**src/shared/swap_trim_map.svh**
```systemverilog
`ifndef SWAP_TRIM_MAP_SVH
`define SWAP_TRIM_MAP_SVH
// register indices; byte address is four times the index
`define IDX_TRIM_C 12'h080
`define IDX_TRIM_D 12'h081
`define IDX_OVERLAP 12'h09A
`define IDX_STEER 12'h09B
`define IDX_DITHER 12'h09D
`define ADDR_OF(i) ({(i), 2'b00} & 14'h3FFF)
`define RST_TRIM 8'h00
`define RST_OVERLAP 5'h08
`define RST_STEER 5'h07
`define RST_DITHER 3'h0
`define BIT_DITH_EN 0
`define BIT_DITH_AMP 1
`define BIT_DITH_ERR 2
`define OVERLAP_BASE 7'h04
`define FUSE_SETTLE 2'h2
`define RESP_OKAY 2'b00
`define RESP_SLVERR 2'b10
`endif

```
**src/shared/swap_trim_pkg.sv**
```systemverilog
package swap_trim_pkg;
  typedef struct packed {
    logic awvalid;
    logic [13:0] awaddr;
    logic wvalid;
    logic [31:0] wdata;
    logic [3:0] wstrb;
    logic bready;
    logic arvalid;
    logic [13:0] araddr;
    logic rready;
  } axil_req_t;
  typedef struct packed {
    logic awready;
    logic wready;
    logic bvalid;
    logic [1:0] bresp;
    logic arready;
    logic rvalid;
    logic [31:0] rdata;
    logic [1:0] rresp;
  } axil_rsp_t;
  typedef struct packed {
    logic [7:0] trim_c;
    logic [7:0] trim_d;
    logic dither_enable_bit;
    logic dither_amplitude_select;
    logic dither_rounding_select;
  } cfg_out_t;
  typedef struct packed {
    logic swap_busy;
    logic dual_sample;
    logic steer_select;
  } swap_out_t;
  typedef struct packed {
    axil_rsp_t rsp;
    logic aw_have;
    logic w_have;
    logic [13:0] aw_addr;
    logic [7:0] w_byte;
    logic w_lane0;
    cfg_out_t cfg;
    logic [4:0] swap_overlap_length;
    logic [4:0] output_steer_delay;
    logic [1:0] fuse_wait;
    logic fuse_loaded;
    logic [15:0] fuse_s1;
    logic [15:0] fuse_s2;
    logic [6:0] swap_cnt;
    swap_out_t swap;
  } state_t;
endpackage

```
**src/logic/core_swap_trim_dither_regs.sv**
```systemverilog
`timescale 1ns/1ps
`include "swap_trim_map.svh"
// Summary of operation
// RULE_01: input C and D trims are 8-bit read/write, loaded with factory trim after reset.
// RULE_02: software writes reserved bits as zero; they are not stored and read zero.
// RULE_03: software changes the overlap length only while calibration enable is low.
// RULE_04: during a swap two cores overlap for 4 plus twice overlap length cycles.
// RULE_05: at reduced core clock software may pick overlap 7, trading glitch size.
// RULE_06: output steering switches a programmed 0 to 31 cycles into each swap only.
// RULE_07: software tunes steering delay so the switch lands where both streams are valid.
// RULE_08: dither control bit 0 enables dither; reset leaves dither off.
// RULE_09: dither control bit 1 selects large dither, zero selects small.
// RULE_10: dither control bit 2 sends rounding error to DC and spurs instead of noise.
module core_swap_trim_dither_regs (
  // clock and reset
  input wire logic aclk,
  input wire logic aresetn,
  // register bus
  input wire swap_trim_pkg::axil_req_t bus_req,
  output swap_trim_pkg::axil_rsp_t bus_rsp,
  // factory trim pins, static after power-up
  input wire logic [7:0] fuse_trim_c,
  input wire logic [7:0] fuse_trim_d,
  // calibration engine
  input wire logic cal_enable,
  input wire logic swap_start,
  // converter controls
  output swap_trim_pkg::cfg_out_t cfg_out,
  output swap_trim_pkg::swap_out_t swap_out
);
  import swap_trim_pkg::*;

  state_t s_reg;
  state_t s_next;
  logic wr_fire;
  logic [6:0] overlap_cycles;

  assign overlap_cycles = `OVERLAP_BASE + {1'b0, s_reg.swap_overlap_length, 1'b0};
  assign wr_fire = s_reg.aw_have && s_reg.w_have && !s_reg.rsp.bvalid;

  always_comb begin
    s_next = s_reg;
    // fuse pins cross in through two flops before anything reads them
    s_next.fuse_s1 = {fuse_trim_c, fuse_trim_d};
    s_next.fuse_s2 = s_reg.fuse_s1;
    if (!s_reg.fuse_loaded) begin
      if (s_reg.fuse_wait == `FUSE_SETTLE) begin
        s_next.fuse_loaded = 1'b1;
        s_next.cfg.trim_c = s_reg.fuse_s2[15:8]; // RULE_01
        s_next.cfg.trim_d = s_reg.fuse_s2[7:0]; // RULE_01
      end else begin
        s_next.fuse_wait = s_reg.fuse_wait + 2'h1;
      end
    end
    // write path: address and data taken in either order, answered once both are held
    if (bus_req.awvalid && s_reg.rsp.awready) begin
      s_next.aw_have = 1'b1;
      s_next.aw_addr = bus_req.awaddr;
    end
    if (bus_req.wvalid && s_reg.rsp.wready) begin
      s_next.w_have = 1'b1;
      s_next.w_byte = bus_req.wdata[7:0];
      s_next.w_lane0 = bus_req.wstrb[0];
    end
    if (s_reg.rsp.bvalid && bus_req.bready) begin
      s_next.rsp.bvalid = 1'b0;
    end
    if (wr_fire) begin
      s_next.aw_have = 1'b0;
      s_next.w_have = 1'b0;
      s_next.rsp.bvalid = 1'b1;
      s_next.rsp.bresp = `RESP_OKAY;
      unique case (s_reg.aw_addr)
        `ADDR_OF(`IDX_TRIM_C): if (s_reg.w_lane0) s_next.cfg.trim_c = s_reg.w_byte; // RULE_01
        `ADDR_OF(`IDX_TRIM_D): if (s_reg.w_lane0) s_next.cfg.trim_d = s_reg.w_byte; // RULE_01
        `ADDR_OF(`IDX_OVERLAP): if (s_reg.w_lane0) s_next.swap_overlap_length = s_reg.w_byte[4:0];
        `ADDR_OF(`IDX_STEER): if (s_reg.w_lane0) s_next.output_steer_delay = s_reg.w_byte[4:0];
        `ADDR_OF(`IDX_DITHER): begin
          if (s_reg.w_lane0) begin
            s_next.cfg.dither_enable_bit = s_reg.w_byte[`BIT_DITH_EN]; // RULE_08
            s_next.cfg.dither_amplitude_select = s_reg.w_byte[`BIT_DITH_AMP]; // RULE_09
            s_next.cfg.dither_rounding_select = s_reg.w_byte[`BIT_DITH_ERR]; // RULE_10
          end
        end
        default: s_next.rsp.bresp = `RESP_SLVERR;
      endcase
    end
    s_next.rsp.awready = !s_next.aw_have;
    s_next.rsp.wready = !s_next.w_have;
    // read path: one read at a time, reserved bits read zero
    if (s_reg.rsp.rvalid && bus_req.rready) begin
      s_next.rsp.rvalid = 1'b0;
    end
    if (bus_req.arvalid && s_reg.rsp.arready) begin
      s_next.rsp.rvalid = 1'b1;
      s_next.rsp.rresp = `RESP_OKAY;
      s_next.rsp.rdata = 32'h0000_0000;
      unique case (bus_req.araddr)
        `ADDR_OF(`IDX_TRIM_C): s_next.rsp.rdata[7:0] = s_reg.cfg.trim_c;
        `ADDR_OF(`IDX_TRIM_D): s_next.rsp.rdata[7:0] = s_reg.cfg.trim_d;
        `ADDR_OF(`IDX_OVERLAP): s_next.rsp.rdata[4:0] = s_reg.swap_overlap_length;
        `ADDR_OF(`IDX_STEER): s_next.rsp.rdata[4:0] = s_reg.output_steer_delay;
        `ADDR_OF(`IDX_DITHER): s_next.rsp.rdata[2:0] = {s_reg.cfg.dither_rounding_select,
          s_reg.cfg.dither_amplitude_select, s_reg.cfg.dither_enable_bit};
        default: s_next.rsp.rresp = `RESP_SLVERR;
      endcase
    end
    s_next.rsp.arready = !s_next.rsp.rvalid;
    // swap sequencer: overlap window and delayed steering flip
    if (!s_reg.swap.swap_busy) begin
      if (swap_start && cal_enable) begin
        s_next.swap.swap_busy = 1'b1;
        s_next.swap.dual_sample = 1'b1; // RULE_04
        s_next.swap_cnt = 7'h01;
        if (s_reg.output_steer_delay == 5'h00) begin
          s_next.swap.steer_select = !s_reg.swap.steer_select; // RULE_06
        end
      end
    end else begin
      s_next.swap_cnt = s_reg.swap_cnt + 7'h01;
      s_next.swap.dual_sample = s_reg.swap_cnt < overlap_cycles; // RULE_04
      // steering only moves inside a swap, so a stale delay cannot disturb idle data
      if (s_reg.swap_cnt == {2'b00, s_reg.output_steer_delay}) begin
        s_next.swap.steer_select = !s_reg.swap.steer_select; // RULE_06
      end
      s_next.swap.swap_busy = (s_reg.swap_cnt < overlap_cycles) ||
        (s_reg.swap_cnt < {2'b00, s_reg.output_steer_delay});
    end
  end

  always_ff @(posedge aclk) begin
    if (!aresetn) begin
      s_reg <= '0;
      s_reg.rsp.awready <= 1'b1;
      s_reg.rsp.wready <= 1'b1;
      s_reg.rsp.arready <= 1'b1;
      s_reg.cfg.trim_c <= `RST_TRIM;
      s_reg.cfg.trim_d <= `RST_TRIM;
      s_reg.swap_overlap_length <= `RST_OVERLAP; // RULE_04
      s_reg.output_steer_delay <= `RST_STEER; // RULE_06
      {s_reg.cfg.dither_rounding_select, s_reg.cfg.dither_amplitude_select,
        s_reg.cfg.dither_enable_bit} <= `RST_DITHER; // RULE_08
    end else begin
      s_reg <= s_next;
    end
  end

  assign bus_rsp = s_reg.rsp;
  assign cfg_out = s_reg.cfg;
  assign swap_out = s_reg.swap;

  // helper: length of the current overlap window
  logic [7:0] dual_run;
  always_ff @(posedge aclk) begin
    if (!aresetn) begin
      dual_run <= 8'h00;
    end else begin
      dual_run <= s_reg.swap.dual_sample ? dual_run + 8'h01 : 8'h00;
    end
  end

  // helper: edges since the swap was taken, held apart from the sequencer's own counter
  logic [6:0] busy_run;
  always_ff @(posedge aclk) begin
    if (!aresetn) begin
      busy_run <= 7'h00;
    end else begin
      busy_run <= swap_out.swap_busy ? busy_run + 7'h01 : 7'h00;
    end
  end
endmodule

```
**config.mk**
```make
export PLATFORM = sky130hd
export DESIGN_NAME = core_swap_trim_dither_regs
export DESIGN_NICKNAME = d
export VERILOG_FILES = /design/src/shared/swap_trim_pkg.sv /design/src/logic/core_swap_trim_dither_regs.sv
export VERILOG_INCLUDE_DIRS = /design/src /design/src/shared
export SDC_FILE = /design/constraint.sdc
export NUM_CORES = 1
export LEC_CHECK = 0
export ABC_AREA = 1
export BUFFER_PORTS_ARGS = -buffer_cell sky130_fd_sc_hd__buf_2
export CELL_PAD_IN_SITES_DETAIL_PLACEMENT = 1
export CELL_PAD_IN_SITES_GLOBAL_PLACEMENT = 1
export CORE_ASPECT_RATIO = 0.5
export CORE_MARGIN = 1.5
export CORE_UTILIZATION = 33
export CTS_CLUSTER_SIZE = 10
export DETAILED_ROUTE_END_ITERATION = 8
export PLACE_DENSITY = 0.73
export SKIP_CTS_REPAIR_TIMING = 1
export SYNTH_ARGS = -nofsm -noshare
export SYNTH_HDL_FRONTEND = slang
export SYNTH_SLANG_ARGS = --single-unit
```
**constraint.sdc**
```tcl
create_clock -name aclk -period 2.2 [get_ports aclk]
set_input_delay 0.44 -clock aclk [delete_from_list [all_inputs] [get_ports aclk]]
set_output_delay 0.44 -clock aclk [all_outputs]
set_load 0.05 [all_outputs]
```
==> results.md <==
- RR Startpoint: s_reg[51]
- Vias per inst: 4.46
- M3 GR Usage: 3.97%
- Met1 Use GR: 20.7%
- Cell Count Post-Placement: 997
- Vias in the first global route: 4711
- FF-to-FF setup slack: 0.36 ns
- CP Max Fanout: 5
- Slew margin rel.: 47.1%
- Synth Area per Inst: 7.32 µm²
- Hold Crit Class: in2reg
- Largest net degree at the start of global routing: 92
- Design area: 6290 µm²
- Outcome: finished, final reports clean
- Finish-stage setup viols: 0
- N_diodes: 0
- Mapped Area: 5380 µm²
- Synth top area cells: dfxtp_1 42%, nand2_1 10%, buf_4 8.8%
- Worst Path Arrival: 2.15 ns
- First-pass DRT Iterations: 5
- WP buf/inv: 1
- Crit path top cell by count: nand3_1
- Share of layout cells above drive strength 1: 19.7%
- Clk root buf: clkbuf_16
- RePlAce Congestion: 0.751
- Critical path class: reg2reg
- Die width: 184 µm
- Max stage delay on crit path: 0.44 ns
- Area leader, netlist: dfxtp_1
- Worst R2R End: swap_out[2]
- CP top delay family: adder cells
- Cell Area, Placed: 5700 µm²
- Htree depth: 4
- Total grt overflow: 0
- Worst-margin pin slew: 0.793 ns
- Die span in y: 93.3 µm
- Die area: 17100 µm²
- CTS tree: done
- Final Hold Vio Count: 0
- Final hold slack: 0.207 ns
- Initial antenna violation count: 0
- Max frequency: 0.545 GHz
- Worst Hold Launch: fuse_trim_d[2]
- Clock tree buffer depth: 2
- Commonest non-fill, non-tap cells in the layout: 143 x nand2_1, 114 x dfxtp_1, 107 x nor2_1
- Core Area: 15700 µm²
- Clock Skew: 0.00920 ns
- Post-Place Setup Slack: 0.328 ns
- DR iter-0 viols: 204
- Crit path max-delay cell type: dfxtp_1
- Max-slew violations: 0
- Sequential area share after synthesis: 42.4%
- Met2 usage: 29.7%
- Drc violations: 0
- Setup WS post-layout: 0.364 ns
- Hold Path Sink: s_next[12]
- Worst-Skew Late Latency: 0.42 ns
- Crit end category: register
- Total of max-cap violations: 0
- First-pass GRT wire length: 22600 µm
- CP startpoint: s_reg[51]
- Req. time, crit path: 2.52 ns
- Row count: 32
- I/O Buffers: 98
- Top-area cell type share of the netlist area: 42.4%
- Commonest non-fill, non-tap cell in the layout: nand2_1
- Clk sinks: 114
- Total CTS buffers: 17
- Hold depth: 3
- Lkg Pwr: 3.24 nW
- DR WL/cell: 13.3 µm
- Crit-path cells: ha_1 > nand3_1 > ha_1 > nand2_1 > nor2_1 > o21ai_0 > o211ai_1 > nand3_1 > nand3_1 > inv_1
- Cells after synthesis: 736
- Max reg flops: 61
- Critical path startpoint category: register
- Maximum VDD drop: 0.000626 V
- Post-route ant nets: 0
- Fin crit period: 1.84 ns
- Clock Pin Slew Worst Setup and Hold Paths: 0.06 ns
- Layout area overhead: 16.8%
- Via count: 4587
- R2R depth: 10
- Gr usage total: 17.1%
- Unrepaired setup endpoints after global routing: no
- Tcrit/Tclk final: 83.4%
- Post-Layout Cell Count: 1029
- Warning count from the yosys run: 0
- DRT Wirelength: 13700 µm
- Seq cells post-synth: 114
- Post-route setup TNS: 0 ns
- Placed wire-length estimate: 9780 µm
- GR peak layer: met2
- Synth unique cells: 35
- PwrDens: 925 nW/µm²
- Final net count: 897
- I/O pin count: 152
- Initial Util: 34.4%
## power breakdown
part	internal [mW]	switching [mW]	total, mW	leakage, nW
Sequential	2.19	0.0883	2.28	0.936
Clock	1.61	1.16	2.77	0.288
Combinational	0.214	0.548	0.762	2.01
Total	4.02	1.79	5.81	3.24
## stage by stage
stage	util, %	power (mW)
after floorplan	-	2.96
after global placement	36.4	3.06
after detailed placement	36.4	3.09
after CTS	40.2	5.88
after global routing	40.2	6.07
final	40.2	5.81
## layer usage
metal,share of wire (%),vias to the layer above
met2,48,82
met4,0.85,0
li1,-,2347
met3,4.1,9
met5,0,-
met1,47,2149
## worst register-to-register path, stage by stage, from the launching register on
cell and delay (ns):
dfxtp_1 0.44, ha_1 0.22, nand3_1 0.09, ha_1 0.31
nand2_1 0.08, nor2_1 0.12, o21ai_0 0.10, o211ai_1 0.15
nand3_1 0.11, nand3_1 0.09, inv_1 0.04
## logic make-up after synthesis
kind of cell / share of synthesized area, %
and+or+nand+nor: 26.6
buffers and inverters: 17.2
DFF: 42.4
AOI/OAI and AO/OA: 8.51
adders and majority gates: 3.02
muxes: 1.67
xor gates and xnor gates: 0.488
other: 0.0697
## cell type report
| class | instances | area (µm²) |
|---|---|---|
| Inverter | 91 | 342 |
| Clock inverter | 15 | 161 |
| Clock buffer | 17 | 425 |
| Sequential cell | 114 | 2280 |
| Timing Repair Buffer | 102 | 533 |
| Fill cell | 1959 | 9370 |
| Tap cell | 221 | 277 |
| Multi-Input combinational cell | 469 | 2270 |
## worst max-delay path by stage
stage,to,slack (ns),cells past startpoint
floorplan,cfg_out[17],0.58,10
global placement,bus_rsp[9],0.37,9
detailed placement,bus_rsp[8],0.33,9
CTS,swap_out[2],0.34,10
global route,swap_out[2],0.19,10
finish,swap_out[2],0.36,10
## Yosys cell counts
master and count:
o21ai_0 41, ha_1 13, nor2_1 107, o211ai_1 5, a22oi_1 1, nand2_2 2, nor3_1 6, a21boi_0 1
nand4_1 5, and2_1 2, nor2_4 2, conb_1 1, o31ai_1 1, nand3_2 5, o21a_1 1, a211oi_1 4
nor2_2 2, buf_4 63, inv_1 85, inv_2 3, nand2_1 143, xnor2_1 1, dfxtp_1 114, or2_2 1
clkbuf_2 1, mux2_2 8, buf_6 2, clkinv_1 3, a21oi_1 31, xor2_1 2, clkbuf_1 15, nor3_2 1
nand3_1 57, nor4_4 1, buf_2 6
Note: power is estimated with default switching activity, not from simulation.
